[src/timer_pkg.sv]
package timer_pkg;

  // Register byte offsets on the APB slave
  localparam logic [11:0] ADDR_CONTROL = 12'h000;
  localparam logic [11:0] ADDR_COUNT = 12'h004;
  localparam logic [11:0] ADDR_COMPARE = 12'h008;
  localparam logic [11:0] ADDR_ASYNC = 12'h00c;

  // Control register fields
  localparam int CTRL_FORCE_BIT = 7;
  localparam int CTRL_WAVE_LO_BIT = 6;
  localparam int CTRL_COM_HI_BIT = 5;
  localparam int CTRL_COM_LO_BIT = 4;
  localparam int CTRL_WAVE_HI_BIT = 3;
  localparam int CTRL_CS_HI_BIT = 2;

  // Async status register fields
  localparam int ASYNC_EXT_BIT = 4;
  localparam int ASYNC_SEL_BIT = 3;
  localparam int BUSY_COUNT_BIT = 2;
  localparam int BUSY_COMPARE_BIT = 1;
  localparam int BUSY_CONTROL_BIT = 0;

  // Reset values
  localparam logic [7:0] CONTROL_RESET = 8'h00;
  localparam logic [7:0] COUNT_RESET = 8'h00;
  localparam logic [7:0] COMPARE_RESET = 8'h00;

  // Counter limits
  localparam logic [7:0] COUNT_MAX = 8'hff;
  localparam logic [7:0] COUNT_BOTTOM = 8'h00;

  // Waveform mode codes, high bit first
  localparam logic [1:0] MODE_NORMAL = 2'h0;
  localparam logic [1:0] MODE_PHASE = 2'h1;
  localparam logic [1:0] MODE_CTC = 2'h2;
  localparam logic [1:0] MODE_FAST = 2'h3;

  // Compare output mode codes
  localparam logic [1:0] COM_OFF = 2'h0;
  localparam logic [1:0] COM_TOGGLE = 2'h1;
  localparam logic [1:0] COM_CLEAR = 2'h2;
  localparam logic [1:0] COM_SET = 2'h3;

  // Source edges before an async write lands
  localparam logic [1:0] COMMIT_EDGES = 2'h2;

  // Prescaler length and tap widths per clock select code
  localparam int PRESCALE_BITS = 10;
  localparam int TAP_DIV8 = 3;
  localparam int TAP_DIV32 = 5;
  localparam int TAP_DIV64 = 6;
  localparam int TAP_DIV128 = 7;
  localparam int TAP_DIV256 = 8;
  localparam int TAP_DIV1024 = 10;

  typedef enum logic {COUNT_UP, COUNT_DOWN} count_dir_e;

endpackage : timer_pkg

[src/pin_edge_sync.sv]
`timescale 1ns/1ps
`default_nettype none
module pin_edge_sync (
  input wire logic pclk,
  input wire logic presetn,
  input wire logic pin,
  output logic rise
);
  logic stage1;
  logic stage2;
  logic stage3;

  // Only stage2 and stage3 feed the edge detector
  always_ff @(posedge pclk or negedge presetn) begin
    if (!presetn) begin
      stage1 <= 1'b0;
      stage2 <= 1'b0;
      stage3 <= 1'b0;
    end else begin
      stage1 <= pin;
      stage2 <= stage1;
      stage3 <= stage2;
    end
  end

  assign rise = stage2 & ~stage3;
endmodule : pin_edge_sync
`default_nettype wire

[src/tick_prescaler.sv]
`timescale 1ns/1ps
`default_nettype none
module tick_prescaler
  import timer_pkg::*;
#(
  parameter int WIDTH = PRESCALE_BITS
) (
  input wire logic pclk,
  input wire logic presetn,
  input wire logic src_tick,
  input wire logic [2:0] clock_select,
  output logic timer_tick
);
  logic [WIDTH-1:0] div_count;
  logic [WIDTH-1:0] tap_mask;

  // Elaboration check: the longest tap must fit in the divider
  if (WIDTH < TAP_DIV1024) begin : g_width_check
    $error("tick_prescaler: WIDTH too small");
  end

  always_ff @(posedge pclk or negedge presetn) begin
    if (!presetn) div_count <= '0;
    else if (src_tick) div_count <= div_count + 1'b1;
  end

  always_comb begin
    tap_mask = '0;
    case (clock_select)
      3'h2: tap_mask = WIDTH'((1 << TAP_DIV8) - 1);
      3'h3: tap_mask = WIDTH'((1 << TAP_DIV32) - 1);
      3'h4: tap_mask = WIDTH'((1 << TAP_DIV64) - 1);
      3'h5: tap_mask = WIDTH'((1 << TAP_DIV128) - 1);
      3'h6: tap_mask = WIDTH'((1 << TAP_DIV256) - 1);
      3'h7: tap_mask = WIDTH'((1 << TAP_DIV1024) - 1);
      default: tap_mask = '0;
    endcase
  end

  // stopped, direct or divided
  assign timer_tick = (clock_select != 3'h0) && src_tick &&
                      ((div_count & tap_mask) == tap_mask);
endmodule : tick_prescaler
`default_nettype wire

[src/timer_waveform.sv]
// Operation
// Mode field bits 6,3 select four modes
// TOP is 0xFF, compare value in CTC
// Compare write immediate, PWM buffered to TOP
// Overflow at MAX, phase mode at BOTTOM
// Nonzero output mode overrides port pin
// Non-PWM output mode toggle, clear, set
// Fast PWM match action, opposite at TOP
// Phase PWM up/down match opposite actions
// PWM compare equal TOP ignores match
// Clock select stop, direct, prescaled taps
// Counter register full read/write access
// Counter write blocks next timer match
// Compare continuously, match flags or drives
// External clock enable, crystal otherwise
// Software sets external enable before async
// Async select picks I/O or oscillator
// Async switch may corrupt timer registers
// Async writes set busy until landed
// Per-register temp lands after two edges
// Count reads live, others read temp
// Prescaler source follows async select
// Async reserved bits read zero
//
// Added by the designer: the placing of the registers and register access over APB.
`timescale 1ns/1ps
`default_nettype none
module timer_waveform
  import timer_pkg::*;
(
  input wire logic pclk,
  input wire logic presetn,
  input wire logic psel,
  input wire logic penable,
  input wire logic pwrite,
  input wire logic [11:0] paddr,
  input wire logic [31:0] pwdata,
  output logic [31:0] prdata,
  output logic pready,
  output logic pslverr,
  input wire logic timer_osc_input_one,
  input wire logic port_direction,
  output logic osc_run,
  output logic ext_clock_buffer_on,
  output logic compare_output_pin,
  output logic compare_output_oe,
  output logic pin_override,
  output logic overflow_flag,
  output logic compare_flag
);

  ////////////////////////////////////////////////////////////////////////////
  // Register storage
  logic [7:0] control_temp;
  logic [7:0] control_register;
  logic [7:0] counter_value;
  logic [7:0] count_temp;
  logic [7:0] compare_temp;
  logic [7:0] compare_buffer;
  logic [7:0] compare_value;
  logic ext_clock_input_enable;
  logic async_clock_select;
  logic [2:0] update_busy;
  logic [2:0] land;
  logic [2:0] start_write;
  logic force_pending;
  logic block_match;
  logic wave_out;
  count_dir_e count_dir;

  logic wr_access;
  logic rd_setup;
  logic hit_control;
  logic hit_count;
  logic hit_compare;
  logic hit_async;
  logic mapped;
  logic [31:0] next_rdata;

  ////////////////////////////////////////////////////////////////////////////
  // APB slave: zero wait states, read data captured in the setup cycle
  assign pready = 1'b1;
  assign wr_access = psel & penable & pwrite;
  assign rd_setup = psel & ~penable & ~pwrite;
  assign hit_control = (paddr == ADDR_CONTROL);
  assign hit_count = (paddr == ADDR_COUNT);
  assign hit_compare = (paddr == ADDR_COMPARE);
  assign hit_async = (paddr == ADDR_ASYNC);
  assign mapped = hit_control | hit_count | hit_compare | hit_async;
  assign pslverr = psel & penable & ~mapped;

  always_comb begin
    next_rdata = 32'h0000_0000;
    if (hit_control) begin
      // control reads its temp copy
      next_rdata = {24'h00_0000, 1'b0, control_temp[6:0]};
    end else if (hit_count) begin
      // live counter read
      next_rdata = {24'h00_0000, counter_value};
    end else if (hit_compare) begin
      // compare reads its temp copy
      next_rdata = {24'h00_0000, compare_temp};
    end else if (hit_async) begin
      // reserved bits zero
      next_rdata = {24'h00_0000, 3'h0, ext_clock_input_enable, async_clock_select,
                    update_busy};
    end
  end
  always_ff @(posedge pclk or negedge presetn) begin
    if (!presetn) prdata <= 32'h0000_0000;
    else if (rd_setup) prdata <= next_rdata;
  end

  ////////////////////////////////////////////////////////////////////////////
  // Clock source and prescaler
  logic osc_rise;
  logic src_tick;
  logic timer_tick;

  pin_edge_sync osc_sync (
    .pclk(pclk),
    .presetn(presetn),
    .pin(timer_osc_input_one),
    .rise(osc_rise)
  );

  // I/O clock or oscillator edges
  // prescaler fed from same source
  assign src_tick = async_clock_select ? osc_rise : 1'b1;

  tick_prescaler prescale (
    .pclk(pclk),
    .presetn(presetn),
    .src_tick(src_tick),
    .clock_select(control_register[CTRL_CS_HI_BIT:0]),
    .timer_tick(timer_tick)
  );

  // crystal only without external clock
  assign osc_run = async_clock_select & ~ext_clock_input_enable;
  assign ext_clock_buffer_on = async_clock_select & ext_clock_input_enable;

  ////////////////////////////////////////////////////////////////////////////
  // Async status register
  // software orders these writes; both bits simply store
  always_ff @(posedge pclk or negedge presetn) begin
    if (!presetn) begin
      ext_clock_input_enable <= 1'b0;
      async_clock_select <= 1'b0;
    end else if (wr_access && hit_async) begin
      ext_clock_input_enable <= pwdata[ASYNC_EXT_BIT];
      async_clock_select <= pwdata[ASYNC_SEL_BIT];
    end
  end

  ////////////////////////////////////////////////////////////////////////////
  // Update-busy tracking, one channel per destination
  logic switch_source;
  assign switch_source = wr_access && hit_async &&
                         (pwdata[ASYNC_SEL_BIT] != async_clock_select);
  assign start_write[BUSY_CONTROL_BIT] = wr_access & hit_control;
  assign start_write[BUSY_COMPARE_BIT] = wr_access & hit_compare;
  assign start_write[BUSY_COUNT_BIT] = wr_access & hit_count;

  genvar ch;
  generate
    for (ch = 0; ch < 3; ch++) begin : g_update
      logic [1:0] edges;
      // lands on the second source edge
      assign land[ch] = async_clock_select ? (update_busy[ch] && src_tick &&
                        (edges == COMMIT_EDGES - 2'h1)) : start_write[ch];
      always_ff @(posedge pclk or negedge presetn) begin
        if (!presetn) begin
          update_busy[ch] <= 1'b0;
          edges <= 2'h0;
        end else if (switch_source) begin
          // pending transfers dropped on source change
          update_busy[ch] <= 1'b0;
          edges <= 2'h0;
        end else if (start_write[ch] && async_clock_select) begin
          // busy from write until landed
          update_busy[ch] <= 1'b1;
          edges <= 2'h0;
        end else if (land[ch]) begin
          update_busy[ch] <= 1'b0;
          edges <= 2'h0;
        end else if (update_busy[ch] && src_tick) begin
          edges <= edges + 2'h1;
        end
      end
    end
  endgenerate

  ////////////////////////////////////////////////////////////////////////////
  // Temp registers and destinations
  always_ff @(posedge pclk or negedge presetn) begin
    if (!presetn) begin
      control_temp <= CONTROL_RESET;
      compare_temp <= COMPARE_RESET;
      count_temp <= COUNT_RESET;
    end else begin
      if (start_write[BUSY_CONTROL_BIT]) control_temp <= pwdata[7:0];
      if (start_write[BUSY_COMPARE_BIT]) compare_temp <= pwdata[7:0];
      if (start_write[BUSY_COUNT_BIT]) count_temp <= pwdata[7:0];
    end
  end

  // Sync writes land the bus data the same edge as the temp copy
  logic [7:0] control_src;
  logic [7:0] compare_src;
  logic [7:0] count_src;
  assign control_src = async_clock_select ? control_temp : pwdata[7:0];
  assign compare_src = async_clock_select ? compare_temp : pwdata[7:0];
  assign count_src = async_clock_select ? count_temp : pwdata[7:0];

  always_ff @(posedge pclk or negedge presetn) begin
    if (!presetn) begin
      control_register <= CONTROL_RESET;
      force_pending <= 1'b0;
    end else if (land[BUSY_CONTROL_BIT]) begin
      control_register <= {1'b0, control_src[6:0]};
      force_pending <= control_src[CTRL_FORCE_BIT];
    end else begin
      force_pending <= 1'b0;
    end
  end
  always_ff @(posedge pclk or negedge presetn) begin
    if (!presetn) compare_buffer <= COMPARE_RESET;
    else if (land[BUSY_COMPARE_BIT]) compare_buffer <= compare_src;
  end

  ////////////////////////////////////////////////////////////////////////////
  // Mode decode and compare
  logic [1:0] waveform_mode_field;
  logic [1:0] compare_output_mode;
  logic pwm_mode;
  logic [7:0] top_value;
  logic at_top;
  logic match_raw;
  logic match;
  logic pwm_ignore;
  logic overflow_event;

  // high bit 3, low bit 6
  assign waveform_mode_field = {control_register[CTRL_WAVE_HI_BIT],
                                control_register[CTRL_WAVE_LO_BIT]};
  assign compare_output_mode = control_register[CTRL_COM_HI_BIT:CTRL_COM_LO_BIT];
  assign pwm_mode = (waveform_mode_field == MODE_PHASE) || (waveform_mode_field == MODE_FAST);

  // compare value is TOP in CTC
  assign top_value = (waveform_mode_field == MODE_CTC) ? compare_value : COUNT_MAX;
  assign at_top = (counter_value == top_value);

  // continuous equality check
  assign match_raw = (counter_value == compare_value);
  // equal-to-TOP match ignored in PWM
  assign pwm_ignore = pwm_mode && (compare_value == COUNT_MAX) && compare_output_mode[1];
  // blocked right after a counter write
  assign match = timer_tick && match_raw && !block_match && !pwm_ignore;
  // MAX, or BOTTOM in phase mode
  assign overflow_event = timer_tick && ((waveform_mode_field == MODE_PHASE) ?
                          (counter_value == COUNT_BOTTOM) : (counter_value == COUNT_MAX));
  // immediate, or buffered until TOP
  always_ff @(posedge pclk or negedge presetn) begin
    if (!presetn) compare_value <= COMPARE_RESET;
    else if (!pwm_mode || (timer_tick && at_top)) compare_value <= compare_buffer;
  end

  ////////////////////////////////////////////////////////////////////////////
  // Counter
  logic [7:0] next_count;
  count_dir_e next_dir;

  always_comb begin
    next_count = counter_value;
    next_dir = count_dir;
    case (waveform_mode_field)
      MODE_PHASE: begin
        // Turn at either end of the slope
        if (count_dir == COUNT_UP && counter_value == COUNT_MAX) next_dir = COUNT_DOWN;
        else if (count_dir == COUNT_DOWN && counter_value == COUNT_BOTTOM) next_dir = COUNT_UP;
        next_count = (next_dir == COUNT_UP) ? counter_value + 8'h01 : counter_value - 8'h01;
      end
      MODE_CTC: begin
        // blocked match keeps counting
        next_count = (at_top && !block_match) ? COUNT_BOTTOM : counter_value + 8'h01;
        next_dir = COUNT_UP;
      end
      default: begin
        next_count = counter_value + 8'h01;
        next_dir = COUNT_UP;
      end
    endcase
  end
  always_ff @(posedge pclk or negedge presetn) begin
    if (!presetn) begin
      counter_value <= COUNT_RESET;
      count_dir <= COUNT_UP;
    end else if (land[BUSY_COUNT_BIT]) begin
      // software load wins over a tick
      counter_value <= count_src;
    end else if (timer_tick) begin
      counter_value <= next_count;
      count_dir <= next_dir;
    end
  end
  // one timer tick of suppression
  always_ff @(posedge pclk or negedge presetn) begin
    if (!presetn) block_match <= 1'b0;
    else if (land[BUSY_COUNT_BIT]) block_match <= 1'b1;
    else if (timer_tick) block_match <= 1'b0;
  end

  ////////////////////////////////////////////////////////////////////////////
  // Waveform output
  logic next_wave;
  logic wrap_tick;
  assign wrap_tick = timer_tick && (counter_value == COUNT_MAX);

  always_comb begin
    next_wave = wave_out;
    if (waveform_mode_field == MODE_FAST) begin
      // match action, opposite at TOP
      if (wrap_tick && compare_output_mode == COM_CLEAR) next_wave = 1'b1;
      else if (wrap_tick && compare_output_mode == COM_SET) next_wave = 1'b0;
      else if (match && compare_output_mode == COM_CLEAR) next_wave = 1'b0;
      else if (match && compare_output_mode == COM_SET) next_wave = 1'b1;
    end else if (waveform_mode_field == MODE_PHASE) begin
      // up match one way, down match other
      if (compare_output_mode[1] && timer_tick && at_top && pwm_ignore) begin
        // TOP gives the down-count result
        next_wave = (compare_output_mode == COM_CLEAR);
      end else if (match && compare_output_mode[1]) begin
        next_wave = (count_dir == COUNT_UP) ? (compare_output_mode == COM_SET) :
                    (compare_output_mode == COM_CLEAR);
      end
    end else if (match || (force_pending && land[BUSY_CONTROL_BIT] == 1'b0)) begin
      // toggle, clear or set on match
      case (compare_output_mode)
        COM_TOGGLE: next_wave = ~wave_out;
        COM_CLEAR: next_wave = 1'b0;
        COM_SET: next_wave = 1'b1;
        default: next_wave = wave_out;
      endcase
    end
  end
  always_ff @(posedge pclk or negedge presetn) begin
    if (!presetn) wave_out <= 1'b0;
    else wave_out <= next_wave;
  end
  // override on nonzero mode, driver needs direction
  assign pin_override = (compare_output_mode != COM_OFF);
  assign compare_output_oe = pin_override & port_direction;
  assign compare_output_pin = wave_out;

  ////////////////////////////////////////////////////////////////////////////
  // Event pulses to the flag register outside this block
  // match raises the compare flag
  always_ff @(posedge pclk or negedge presetn) begin
    if (!presetn) begin
      overflow_flag <= 1'b0;
      compare_flag <= 1'b0;
    end else begin
      overflow_flag <= overflow_event;
      compare_flag <= match;
    end
  end
endmodule : timer_waveform
`default_nettype wire

[config.mk]
export PLATFORM = sky130hd
export DESIGN_NAME = timer_waveform
export DESIGN_NICKNAME = d
export VERILOG_FILES = /design/src/timer_pkg.sv /design/src/pin_edge_sync.sv /design/src/tick_prescaler.sv /design/src/timer_waveform.sv
export SDC_FILE = /design/constraint.sdc
export NUM_CORES = 1
export LEC_CHECK = 0
export BUFFER_PORTS_ARGS = -buffer_cell sky130_fd_sc_hd__buf_2
export CAP_MARGIN = 20
export CORE_AREA = 8 8 108 110
export CTS_CLUSTER_SIZE = 24
export DETAILED_ROUTE_END_ITERATION = 10
export DIE_AREA = 0 0 116 118
export PLACE_DENSITY_LB_ADDON = 0.05
export SKIP_LAST_GASP = 1
export SYNTH_ARGS = -nofsm -noshare
export SYNTH_HDL_FRONTEND = slang
export SYNTH_SLANG_ARGS = --single-unit
[constraint.sdc]
create_clock -name pclk -period 2.99 [get_ports pclk]
set_input_delay 0.4485 -clock pclk [delete_from_list [all_inputs] [get_ports pclk]]
set_output_delay 0.4485 -clock pclk [all_outputs]
set_load 0.1 [all_outputs]
Word-level counts from Yosys, hierarchy flattened
Cells that the tools add are included.
{"block": "word_totals", "ff_bits": 117, "inputBits": 51, "output_inout_bits": 41, "word_cells": 195}
{"block": "classes", "add_sub_neg": 6, "eq_ne": 26, "muxes": 58, "n_bitwise": 25, "reduce_logical": 54}
{"op": "$mux 32", "count": 3}
{"op": "$mux 8", "count": 8}
{"op": "$pmux 10 s6", "count": 1}
{"op": "$logic_and 1x1->1", "count": 33}
{"op": "$mux 1", "count": 31}
{"op": "$eq 12x4->1 const B", "count": 2}
{"op": "$mux 2", "count": 12}
{"op": "$eq 8x8->1", "count": 2}
{"op": "$eq 8x8->1 const B", "count": 2}
{"op": "$pmux 8 s2", "count": 1}
{"op": "$reduce_bool 3->1", "count": 5}
{"op": "$and 1x1->1", "count": 12}
{"op": "$eq 12x3->1 const B", "count": 1}
{"op": "$eq 3x3->1 const B", "count": 4}
{"op": "$logic_not 12->1", "count": 1}
{"op": "$reduce_bool 4->1", "count": 3}
{"op": "$add 10x1->10 const B", "count": 1}
{"op": "$and 10x10->10", "count": 1}
{"op": "$eq 10x10->1", "count": 1}
{"op": "$eq 2x1->1 const B", "count": 5}
{"op": "$not 1->1", "count": 9}
{"op": "$add 8x1->8 const B", "count": 1}
{"op": "$eq 2x2->1 const B", "count": 4}
{"op": "$logic_not 8->1", "count": 1}
{"op": "15 further kinds", "count": 25}

Depth between registers and ports, before layout
Gate-level depths: netlist of run 1.
{"block": "logic_depth", "depth_word": 14, "depth_mapped": 10, "depth_no_buf": 9}

Cells and area by module
A second synthesis of run 1 with hierarchy kept.
{"block": "hier_totals", "cells_unflattened": 562, "area_unflattened_um2": 5467.7}
{"module": "timer_waveform", "instances": 1, "cells_per_inst": 511, "area_per_inst_um2": 4865.9, "seq_area_each_um2": 2001.9}
{"module": "tick_prescaler", "instances": 1, "cells_per_inst": 47, "area_per_inst_um2": 513.0, "seq_area_each_um2": 250.2}
{"module": "pin_edge_sync", "instances": 1, "cells_per_inst": 4, "area_per_inst_um2": 88.8, "seq_area_each_um2": 75.1}

Least setup slack after synthesis of run 1
OpenSTA, ideal clock, no wires.
{"block": "synth_timing", "path_kind": "register to output", "start": "reg async_clock_select", "end": "out osc_run", "arrival_ns": 2.874, "t_required_ns": 2.542, "path_slack_ns": -0.333, "path_stages_with_launch": 7, "n_path_buf": 4, "cell_sequence": "dfrtp_1 clkbuf_1 clkbuf_1 buf_1 buf_1 inv_1 nor2_1"}
{"block": "synth_via", "elab_chain_len": 1}
{"element": "from (decl)", "line": "timer_waveform.sv:62", "text": "logic async_clock_select;"}
{"element": "from (signal assigned)", "line": "timer_waveform.sv:152", "text": "async_clock_select <= pwdata[ASYNC_SEL_BIT];"}
{"element": "$and 1x1->1", "line": "timer_waveform.sv:140", "text": "assign osc_run = async_clock_select & ~ext_clock_input_enable;"}
{"element": "to (decl)", "line": "timer_waveform.sv:43", "text": "output logic osc_run,"}
No other way between the ends.

Worst setup path in the final report of run 1
{"block": "layout_timing", "start": "reg counter_value[1]", "end": "reg counter_value[5]"}
{"block": "layout_via", "elab_chain_len": 9}
{"element": "from (decl)", "line": "timer_waveform.sv:56", "text": "logic [7:0] counter_value;"}
{"element": "from (signal assigned)", "line": "timer_waveform.sv:301", "text": "counter_value <= count_src;"}
{"element": "from (signal assigned)", "line": "timer_waveform.sv:303", "text": "counter_value <= next_count;"}
{"element": "$logic_not 8->1", "line": "timer_waveform.sv:281", "text": "else if (count_dir == COUNT_DOWN && counter_value == COUNT_BOTTOM) next_dir = COUNT_UP;"}
{"element": "$logic_and 1x1->1", "line": "timer_waveform.sv:281"}
{"element": "$mux 1", "line": "timer_waveform.sv:281"}
{"element": "$mux 1", "line": "timer_waveform.sv:280", "text": "if (count_dir == COUNT_UP && counter_value == COUNT_MAX) next_dir = COUNT_DOWN;"}
{"element": "$mux 1", "line": "timer_waveform.sv:277", "text": "case (waveform_mode_field)"}
{"element": "$mux 8", "line": "timer_waveform.sv:282", "text": "next_count = (next_dir == COUNT_UP) ? counter_value + 8'h01 : counter_value - 8'h01;"}
{"element": "$pmux 8 s2 *", "line": "timer_waveform.sv:277"}
{"element": "$mux 8 *", "line": "timer_waveform.sv:302", "text": "end else if (timer_tick) begin"}
{"element": "$mux 8 *", "line": "timer_waveform.sv:299", "text": "end else if (land[BUSY_COUNT_BIT]) begin"}
Every way passes the cells marked *; elsewhere a longest branch is shown, timed or not. The select of a mux whose other input is x is not followed.
A chain may end at the register's enable or synchronous reset.

==> metrics.log, run 1 <==
INFO  metric worst-endpoint-required = 3250 ps
INFO  metric first_iter_violations = 298
INFO  metric ir_drop = 0.337 mV
INFO  metric power_leakage = 2.60 nW
INFO  metric ys_seq_elements = 93
INFO  metric setup.reg_to_reg.worst_slack = 340 ps
INFO  metric grt.met2_usage = 33.0%
INFO  metric share_of_the_yosys_chip_area_belonging_to_registers = 43.8%
INFO  metric grtUsageMet3 = 3.08%
INFO  metric netlist_top_cells_count = dfrtp_1, a21oi_1, nor2_1, mux2_2, nand2_1
INFO  metric worstPathMaxFanout = 9
INFO  metric critical_path.startpoint_type = register
INFO  metric use_met1 = 27.6%
INFO  metric synth_most_common_cell = dfrtp_1
INFO  metric asyncSetResetFlopFracSynth = 100%
INFO  metric via_count = 4142
INFO  metric post-layout-total-power = 0.00331 W
INFO  metric cts_setup_buffers = 0
INFO  metric yosys_warnings = 0
INFO  metric pin_count_of_the_biggest_net_entering_global_routing = 51
INFO  metric top_level_ports = 92
INFO  metric vias_in_the_first_global_route = 4092
INFO  metric setup.worst_path.end_class = register
INFO  metric detail_route.first_pass.iterations = 5
INFO  metric antenna_violations_before_repair = 0
INFO  metric maxCapViolCount = 0
INFO  metric crit_slowest_cell = dfrtp_1
INFO  metric worst_r2r_startpoint = counter_value[1]
INFO  metric synth_top_flop_cell = dfrtp_1
INFO  metric floorplan.die.height = 118 um
INFO  metric post_cts.resized_instances = 0
INFO  metric post-synth-top-area-cell = dfrtp_1
INFO  metric drc_errors = 0
INFO  metric fin_setup_tns = 0 ps
INFO  metric critPathCapture = counter_value[5]
INFO  metric buffer_ports.inserted = 42
INFO  metric post-place-ws = 430 ps
INFO  metric floorplan.rows = 37
INFO  metric clock_sink_count = 93
INFO  metric timing.final.setup_violations = 0
INFO  metric timing.final.hold_violations = 0
INFO  metric cts_tree = built
INFO  metric number_of_buffers_on_the_longest_clock_path = 2
INFO  metric floorplan.die_area = 13700 um2
INFO  metric final_net_count = 639
INFO  metric avgSynthCellArea = 9.81 um2
INFO  metric cp_data_arrival_time = 2920 ps
INFO  metric final.min_clock_period = 2650 ps
INFO  metric final_antenna_net_count = 0
INFO  metric grt_setup_unrepaired = false
INFO  metric setup_slack = 336 ps
INFO  metric initial_util = 53.1%
INFO  metric place.detailed.hpwl = 9940 um
INFO  metric fill_cells = 934
INFO  metric critical_path.startpoint = counter_value[1]
INFO  metric r2r-end = counter_value[5]
INFO  metric synth-edff-count = 0
INFO  metric tightest_slew = 601 ps
INFO  metric grt_first_pass_wirelength = 22000 um
INFO  metric cts.htree.levels = 3
INFO  metric clk_root_buffer_cell = clkbuf_8
INFO  metric path_cells = ha_1 > and3_1 > a41o_1 > o21ai_1 > and2_1 > or3_4 > a32o_1 > a22o_1
INFO  metric congestion_overflow_gr = 0
INFO  metric die_w = 116 um
INFO  metric drt_wl_total = 13400 um
INFO  metric cp_slowest_stage_delay = 570 ps
INFO  metric cts-buffers-inserted = 9
INFO  metric placeableCoreArea = 10000 um2
INFO  metric insertedDiodeCount = 0
INFO  metric holdBufCountCts = 0
INFO  metric worst-r2r-cell-count = 8
INFO  metric layout_worst_path_cycle_share = 88.8%
INFO  metric finalClockSkew = 11.1 ps
INFO  metric netlist_area = 5310 um2
INFO  metric yosys-top-cells-area = dfrtp_1, mux2_2, a21oi_1, buf_4, nor2_1
INFO  metric area_growth_syn_to_layout = 9.22%
INFO  metric min_path_type = in2async
INFO  metric clk_transition_reported_paths = 90 ps
INFO  metric slew_viol_final = 0
INFO  metric post_synth_inst_count = 541
INFO  metric yosys.cell_types.count = 67
INFO  metric power-per-cell-area = 570 nW/um2
INFO  metric grt.total_usage = 20.5%
INFO  metric outcome = complete, no violations
INFO  metric wire_per_inst = 18.6 um
INFO  metric timing.fmax = 0.377 GHz
INFO  metric worstSetupPathType = reg2reg
INFO  metric drive_above_1_share = 21.6%
INFO  metric place_congestion = 0.938
INFO  metric max_slew_margin = 59.9%
INFO  metric route.detailed.vias_per_inst = 5.76
INFO  metric clkLatencyLatePin = 380 ps
INFO  metric global_route.peak_usage_layer = met2
INFO  metric fraction_of_post_synthesis_cell_area_in_the_top_cell_type_by_area = 43.8%
critical path, delay by kind of cell, from the launching register on:
kind                       cells  cell delay (ps)
AOI/OAI and AO/OA              4              760
adders and majority gates      1              340
DFF                            1              570
and+or+nand+nor                3              890
power breakdown:
| part | total, W | internal [W] | leakage (nW) | switching, W |
|---|---|---|---|---|
| Sequential | 0.00154 | 0.00136 | 1.21 | 0.000181 |
| Clock | 0.000952 | 0.000474 | 0.106 | 0.000479 |
| Combinational | 0.000815 | 0.000283 | 1.28 | 0.000532 |
per-stage QoR:
step                utilization [%]  cells  cell area (um2)  hold slack [ps]
global route                   58.0    719             5800              110
global placement               55.8    703             5580              342
detailed placement             55.8    703             5580              336
floorplan                         -    564             5400              153
CTS                            58.0    719             5800             80.9
finish                         58.0    719             5800             70.9
worst min-delay path by stage:
stage / to / depth (start not counted) / start
finish: compare_flag / 1 / presetn
global route: compare_flag / 1 / presetn
CTS: compare_flag / 1 / presetn
detailed placement: osc_sync.stage2 / 0 / osc_sync.stage1
global placement: osc_sync.stage2 / 0 / osc_sync.stage1
floorplan: async_clock_select / 0 / presetn
cell type report:
type,count,area [um2],share of cell area [%]
multi-input cells,401,2680,46.3
flip-flops and latches,93,2330,40.1
repair buffers,56,330,5.70
well taps,136,170,2.93
clock buffers,9,124,2.14
clock inverters,7,97.6,1.68
inverters,17,66.3,1.14
layer usage:
layer | routed length, um | part of all wire, %
met1 | 5980 | 45
met2 | 6730 | 50
met3 | 564 | 4.2
met4 | 110 | 0.82
met5 | 0 | 0
placed cells by master, fill, tap and decap left out, drive strengths merged, types with 6 or more instances in the layout:
| cell type | instances |
|---|---|
| nand4 | 15 |
| nor3 | 6 |
| and3 | 10 |
| buf | 56 |
| a21oi | 52 |
| o21ai | 23 |
| nand2 | 33 |
| xor2 | 9 |
| mux2 | 35 |
| nor2 | 40 |
| o22ai | 8 |
| dfrtp | 93 |
| xnor2 | 9 |
| nand3 | 20 |
| nor4 | 6 |
| mux2i | 6 |
| clkbuf | 9 |
| a31oi | 9 |
| conb | 25 |
| nand2b | 8 |
| ha | 10 |
| inv | 18 |
| nor2b | 15 |
cells by family (layout without fill, tap and decap cells):
group,after synthesis,count (layout),share of synthesized area (%)
muxes,46,46,10.7
and+or+nand+nor,170,170,16.7
xor gates and xnor gates,18,18,2.97
DFF,93,93,43.8
adders and majority gates,10,10,2.36
other,2,25,0.141
buffers and inverters,70,89,7.31
AOI/OAI and AO/OA,132,132,16.0
state kept, by name, summed over array words and instances (netlist names), 3 cells and up:
signal / count
compare_buffer: 8
prescale.div_count: 10
update_busy: 3
control_temp: 8
compare_value: 8
count_temp: 8
compare_temp: 8
counter_value: 8
prdata: 8
g_update.edges: 6
control_register: 7
Note: power is estimated with default switching activity, not from simulation.
==> inputs of run 2 (changes only) <==
--- a/config.mk
+++ b/config.mk
@@ -7,10 +7,11 @@
 export LEC_CHECK = 0
 export BUFFER_PORTS_ARGS = -buffer_cell sky130_fd_sc_hd__buf_2
 export CAP_MARGIN = 20
-export CORE_AREA = 8 8 108 110
+export CORE_AREA = 2 2 102 104
 export CTS_CLUSTER_SIZE = 24
 export DETAILED_ROUTE_END_ITERATION = 10
-export DIE_AREA = 0 0 116 118
+export DIE_AREA = 0 0 104 106
+export GPL_ROUTABILITY_DRIVEN = 0
 export PLACE_DENSITY_LB_ADDON = 0.05
 export SKIP_LAST_GASP = 1
 export SYNTH_ARGS = -nofsm -noshare
==> metrics.log, run 2 (synthesis results as in run 1) <==
INFO  metric timing.final.setup_violations = 0 (unchanged)
INFO  metric power_leakage = 2.57 nW (-0.98%)
INFO  metric critical_path.startpoint_type = register
INFO  metric top_level_ports = 92 (unchanged)
INFO  metric drive_above_1_share = 21.3% (-0.31 points)
INFO  metric slew_viol_final = 0 (unchanged)
INFO  metric clk_root_buffer_cell = clkbuf_8
INFO  metric cts_setup_buffers = 0 (unchanged)
INFO  metric drt_wl_total = 12400 um (-7.0%)
INFO  metric setup.reg_to_reg.worst_slack = 380 ps (+50 ps)
INFO  metric clk_transition_reported_paths = 90 ps (about the same)
INFO  metric timing.fmax = 0.384 GHz (+1.9%)
INFO  metric final_antenna_net_count = 0 (unchanged)
INFO  metric cts_tree = built
INFO  metric congestion_overflow_gr = 0 (unchanged)
INFO  metric min_path_type = in2async
INFO  metric power-per-cell-area = 548 nW/um2 (-3.9%)
INFO  metric clkLatencyLatePin = 370 ps (about the same)
INFO  metric ir_drop = 0.363 mV (+7.9%)
INFO  metric worstSetupPathType = reg2reg
INFO  metric grt.total_usage = 23.7% (+3.2 points)
INFO  metric route.detailed.vias_per_inst = 5.68 (-1.4%)
INFO  metric grt_first_pass_wirelength = 20300 um (-7.9%)
INFO  metric floorplan.die_area = 11000 um2 (-19%)
INFO  metric worstPathMaxFanout = 9 (unchanged)
INFO  metric layout_worst_path_cycle_share = 87.1% (-1.6 points)
INFO  metric place.detailed.hpwl = 9140 um (-8.1%)
INFO  metric cts-buffers-inserted = 9 (unchanged)
INFO  metric antenna_violations_before_repair = 0 (unchanged)
INFO  metric first_iter_violations = 242 (-19%)
INFO  metric max_slew_margin = 60.0% (about the same)
INFO  metric floorplan.rows = 37 (unchanged)
INFO  metric drc_errors = 0 (unchanged)
INFO  metric floorplan.die.height = 106 um (-10%)
INFO  metric clock_sink_count = 93 (unchanged)
INFO  metric final.min_clock_period = 2610 ps (-48.5 ps)
INFO  metric cp_data_arrival_time = 2870 ps (-50 ps)
INFO  metric worst-r2r-cell-count = 8 (unchanged)
INFO  metric final_net_count = 638 (-0.16%)
INFO  metric post_cts.resized_instances = 0 (unchanged)
INFO  metric placeableCoreArea = 10000 um2 (unchanged)
INFO  metric tightest_slew = 600 ps (-0.881 ps)
INFO  metric timing.final.hold_violations = 0 (unchanged)
INFO  metric finalClockSkew = 6.93 ps (-4.18 ps)
INFO  metric via_count = 4079 (-1.5%)
INFO  metric cts.htree.levels = 3 (unchanged)
INFO  metric buffer_ports.inserted = 42 (unchanged)
INFO  metric vias_in_the_first_global_route = 3950 (-3.5%)
INFO  metric grt_setup_unrepaired = false
INFO  metric worst_r2r_startpoint = counter_value[1]
INFO  metric setup.worst_path.end_class = register
INFO  metric area_growth_syn_to_layout = 8.41%
INFO  metric layout_commonest_cell = dfrtp_1
INFO  metric pin_count_of_the_biggest_net_entering_global_routing = 50 (-2.0%)
INFO  metric number_of_buffers_on_the_longest_clock_path = 2 (unchanged)
INFO  metric die_w = 104 um (-10%)
INFO  metric layout_common_cells = dfrtp_1, a21oi_1, buf_2, nor2_1, mux2_2
INFO  metric fin_setup_tns = 0 ps (unchanged)
INFO  metric insertedDiodeCount = 0 (unchanged)
INFO  metric regMostFlops = prescale.div_count
INFO  metric holdBufCountCts = 0 (unchanged)
INFO  metric detail_route.first_pass.iterations = 5 (unchanged)
INFO  metric maxCapViolCount = 0 (unchanged)
INFO  metric worst-endpoint-required = 3260 ps (about the same)
INFO  metric flip_flop_count_of_the_largest_register_all_copies_and_words_added = 10 (unchanged)
INFO  metric initial_util = 53.1% (unchanged)
INFO  metric hold-worst-slack = 71.4 ps (+0.535 ps)
INFO  metric wire_per_inst = 17.3 um (-6.9%)
INFO  metric r2r-end = counter_value[5]
INFO  metric outcome = complete, no violations
run 2: cell types whose count changed in the layout (fill, tap and decap cells not counted), sizes merged:
cell / previous run / this run
buf: 56 / 55
bufinv: 2 / 0
clkbuf: 9 / 12
clkinv: 2 / 0
clkinvlp: 2 / 3
run 2: power breakdown:
part | internal, W | leakage (nW) | switching [W]
sequential | 0.00136 | 1.21 | 0.000178
combinational | 0.000281 | 1.28 | 0.000523
clock | 0.000351 | 0.0852 | 0.000462
run 2: final cells by class:
| cell class | instances | area, um2 |
|---|---|---|
| repair buffers | 55 | 323 |
| inverters | 17 | 66.3 |
| clock buffers | 12 | 155 |
| multi-input cells | 401 | 2680 |
| well taps | 136 | 170 |
| flip-flops and latches | 93 | 2330 |
| fillers | 927 | 4240 |
| clock inverters | 4 | 31.3 |
run 2: critical path: stages (launching register included):
cell     delay [ps]
dfrtp_1         570
ha_1            330
and3_1          260
a41o_1          190
o21ai_1         120
and2_1          240
or3_4           360
a32o_1          270
a22o_1          170
run 2: worst max-delay path by stage:
stage                       startpoint          endpoint  slack (ps)  depth (start not counted)
global route          counter_value[1]  counter_value[5]         260                          8
CTS                   counter_value[1]  counter_value[5]         410                          8
global placement              paddr[1]  counter_value[5]         440                          8
detailed placement            paddr[1]  counter_value[5]         370                          8
finish                counter_value[1]  counter_value[5]         380                          8
floorplan           async_clock_select           osc_run         120                          6
run 2: stage by stage:
step	utilization, %	total power, W	setup slack, ps	cells	cell area (um2)
6_report	57.6	0.00315	384	718	5760
5_1_grt	57.6	0.00333	256	718	5760
4_1_cts	57.6	0.00317	415	718	5760
3_5_place_dp	55.7	0.00235	366	702	5570
3_3_place_gp	55.7	0.00234	436	702	5570
2_1_floorplan	-	0.00218	119	564	5400
run 2: metal layers:
metal  wire, um  share of wire, %  vias up  GRT usage [%]
met5          0                 0        -              0
met4        394               3.2        0           11.4
met3        606               4.9       23           5.27
met2       5850                47      101           37.7
met1       5590                45     1973           30.8
li1           -                 -     1982              -
==> inputs of run 3 (changes only) <==
--- a/config.mk
+++ b/config.mk
@@ -5,12 +5,13 @@
 export SDC_FILE = /design/constraint.sdc
 export NUM_CORES = 1
 export LEC_CHECK = 0
+export ABC_AREA = 1
 export BUFFER_PORTS_ARGS = -buffer_cell sky130_fd_sc_hd__buf_2
 export CAP_MARGIN = 20
-export CORE_AREA = 2 2 102 104
+export CORE_AREA = 8 8 127 129
 export CTS_CLUSTER_SIZE = 24
 export DETAILED_ROUTE_END_ITERATION = 10
-export DIE_AREA = 0 0 104 106
+export DIE_AREA = 0 0 135 137
 export GPL_ROUTABILITY_DRIVEN = 0
 export PLACE_DENSITY_LB_ADDON = 0.05
 export SKIP_LAST_GASP = 1
==> metrics.log, run 3 <==
INFO  metric first_iter_violations = 349 (+44%)
INFO  metric synth-edff-count = 0 (unchanged)
INFO  metric maxCapViolCount = 0 (unchanged)
INFO  metric worst_r2r_startpoint = control_register[6]
INFO  metric synth_most_common_cell = nand2_1
INFO  metric route.detailed.vias_per_inst = 5.00 (-12%)
INFO  metric drive_above_1_share = 15.6% (-5.7 points)
INFO  metric critPathTopFamily = simple AND/OR/NAND/NOR gates
INFO  metric final.min_clock_period = 2410 ps (-196 ps)
INFO  metric holdBufCountCts = 0 (unchanged)
INFO  metric floorplan.rows = 44 (+19%)
INFO  metric fraction_of_post_synthesis_cell_area_in_the_top_cell_type_by_area = 42.1% (-1.7 points)
INFO  metric antenna_violations_before_repair = 0 (unchanged)
INFO  metric final_antenna_net_count = 0 (unchanged)
INFO  metric worstPathMaxFanout = 12 (+3)
INFO  metric fin_setup_tns = 0 ps (unchanged)
INFO  metric die_w = 135 um (+30%)
INFO  metric post_synth_inst_count = 720 (+33%)
INFO  metric grt.total_usage = 16.7% (-7.0 points)
INFO  metric clkLatencyLatePin = 350 ps (-20 ps)
INFO  metric finished_layout_cells = 947 (+32%)
INFO  metric slew_viol_final = 0 (unchanged)
INFO  metric vias_in_the_first_global_route = 4415 (+12%)
INFO  metric grt_first_pass_wirelength = 23800 um (+17%)
INFO  metric flip_flop_count_of_the_largest_register_all_copies_and_words_added = 10 (unchanged)
INFO  metric path_cells = buf_2 > nor2_1 > nand2_1 > inv_1 > nand2_1 > nand3_1 > nor3_2 > buf_2
INFO  metric cts_setup_buffers = 0 (unchanged)
INFO  metric insertedDiodeCount = 0 (unchanged)
INFO  metric critical_path.startpoint_type = input pin
INFO  metric post-place-cells = 931 (+33%)
INFO  metric avgSynthCellArea = 7.67 um2 (-22%)
INFO  metric buffer_ports.inserted = 42 (unchanged)
INFO  metric crit_slowest_cell = buf_2
INFO  metric finalCoreUtilization = 42.8% (-15 points)
INFO  metric via_count = 4736 (+16%)
INFO  metric regMostFlops = prescale.div_count
INFO  metric final_net_count = 819 (+28%)
INFO  metric detail_route.first_pass.iterations = 7 (+2)
INFO  metric worst-endpoint-required = 2540 ps (-720 ps)
INFO  metric cts_tree = built
INFO  metric area_growth_syn_to_layout = 10.1%
INFO  metric drc_errors = 0 (unchanged)
INFO  metric timing.critical_path.buf_inv = 3 (+3)
INFO  metric worstSetupPathType = in2out
INFO  metric post-synth-top-area-cell = dfrtp_1
INFO  metric ir_drop = 0.260 mV (-29%)
INFO  metric power-per-cell-area = 467 nW/um2 (-15%)
INFO  metric congestion_overflow_gr = 0 (unchanged)
INFO  metric initial_util = 38.9% (-14 points)
INFO  metric synth_top_flop_cell = dfrtp_1
INFO  metric timing.final.setup_violations = 0 (unchanged)
INFO  metric clk_root_buffer_cell = clkbuf_16
INFO  metric max_slew_margin = 46.5% (-13 points)
INFO  metric yosys_warnings = 0 (unchanged)
INFO  metric power_leakage = 3.09 nW (+20%)
INFO  metric finalClockSkew = 6.80 ps (-0.124 ps)
INFO  metric fill_cells = 1486 (+60%)
INFO  metric outcome = complete, no violations
INFO  metric ys_seq_elements = 93 (unchanged)
INFO  metric netlist_area = 5520 um2 (+4.0%)
INFO  metric clock_sink_count = 93 (unchanged)
INFO  metric place.detailed.hpwl = 11300 um (+24%)
INFO  metric placeableCoreArea = 14200 um2 (+42%)
INFO  metric number_of_buffers_on_the_longest_clock_path = 2 (unchanged)
INFO  metric top_level_ports = 92 (unchanged)
INFO  metric timing.final.hold_violations = 0 (unchanged)
INFO  metric timing.fmax = 0.415 GHz (+8.1%)
INFO  metric asyncSetResetFlopFracSynth = 100% (unchanged)
INFO  metric post-place-ws = 571 ps (+206 ps)
INFO  metric setup_slack = 580 ps (+196 ps)
INFO  metric min_path_type = in2async
INFO  metric yosys-top-cells-area = dfrtp_1, nand2_1, nand3_1, inv_1, buf_4
INFO  metric netlist_top_cells_count = nand2_1, dfrtp_1, inv_1, nor2_1, nand3_1
INFO  metric wire_per_inst = 16.0 um (-7.8%)
INFO  metric yosys.cell_types.count = 46 (-31%)
INFO  metric tightest_slew = 800 ps (+199 ps)
INFO  metric cp_slowest_stage_delay = 440 ps (-130 ps)
INFO  metric layout_worst_path_cycle_share = 80.6% (-6.6 points)
INFO  metric floorplan.die_area = 18500 um2 (+68%)
INFO  metric layout_commonest_cell = nand2_1
INFO  metric r2r-end = compare_value[3]
INFO  metric setup.worst_path.end_class = output port
INFO  metric worst-r2r-cell-count = 12 (+4)
INFO  metric cts-buffers-inserted = 9 (unchanged)
INFO  metric grt_setup_unrepaired = false
INFO  metric clk_transition_reported_paths = 70 ps (-20 ps)
INFO  metric cp_data_arrival_time = 1960 ps (-910 ps)
INFO  metric layout_common_cells = nand2_1, dfrtp_1, inv_1, nor2_1, nand3_1
INFO  metric post_cts.resized_instances = 0 (unchanged)
INFO  metric cts.htree.levels = 3 (unchanged)
INFO  metric post-layout-total-power = 0.00284 W (-9.9%)
INFO  metric floorplan.die.height = 137 um (+29%)
INFO  metric drt_wl_total = 15100 um (+22%)
INFO  metric pin_count_of_the_biggest_net_entering_global_routing = 48 (-4.0%)
INFO  metric share_of_the_yosys_chip_area_belonging_to_registers = 42.1% (-1.7 points)
INFO  metric setup.reg_to_reg.worst_slack = 750 ps (+370 ps)
## run 3: cell count changes after synthesis, moves of 16 or more
cell,before,now
a21oi_1,51,17
inv_1,15,66
inv_2,1,17
mux2_2,35,1
nand2_1,33,185
nand3_1,19,57
nor2_1,40,58
o21ai_0,20,41
o21ai_1,3,33
## run 3: logic make-up after synthesis
group / count (synthesis) / synth area share (%)
compound gates: 121 / 12.4
xor+xnor: 20 / 3.17
fa+ha+maj: 10 / 2.27
buf+inv: 130 / 11.7
flops: 93 / 42.1
mux: 2 / 0.385
other cells: 2 / 0.136
simple gates: 342 / 27.8
## run 3: report_power, final
part | internal (W) | switching (W) | leakage (nW)
Combinational | 0.0000774 | 0.000300 | 1.87
Sequential | 0.00131 | 0.0000419 | 1.10
Clock | 0.000570 | 0.000542 | 0.121
Total | 0.00195 | 0.000884 | 3.09
## run 3: final cells by class
cell class	instances	area, um2	share of cell area, %
Clock buffer	10	229	3.77
Clock inverter	6	47.5	0.782
Inverter	84	318	5.23
Multi-Input combinational cell	520	2640	43.5
Sequential cell	93	2330	38.3
Tap cell	184	230	3.79
Timing Repair Buffer	50	285	4.69
## run 3: per-layer routing
layer	up-vias	part of all wire [%]	track usage (%)
met1	2215	45	21.9
met3	23	5.5	3.08
met2	146	48	27.1
met5	-	0	0
met4	0	1.8	5.68
li1	2352	-	-
## run 3: worst max path at each step
stage          startpoint      end  slack, ps  cells past startpoint
2_1_floorplan   paddr[11]  pslverr        220                      7
3_3_place_gp    paddr[11]  pslverr        600                      8
3_5_place_dp     paddr[8]  pslverr        570                      8
4_1_cts         paddr[11]  pslverr        570                      8
5_1_grt          paddr[9]  pslverr        450                      8
6_report        paddr[11]  pslverr        580                      8
## run 3: stage by stage
stage               hold slack (ps)  area, um2
finish                          114       6080
global route                    174       6080
CTS                             140       6080
detailed placement              346       5800
global placement                340       5800
floorplan                       153       5610
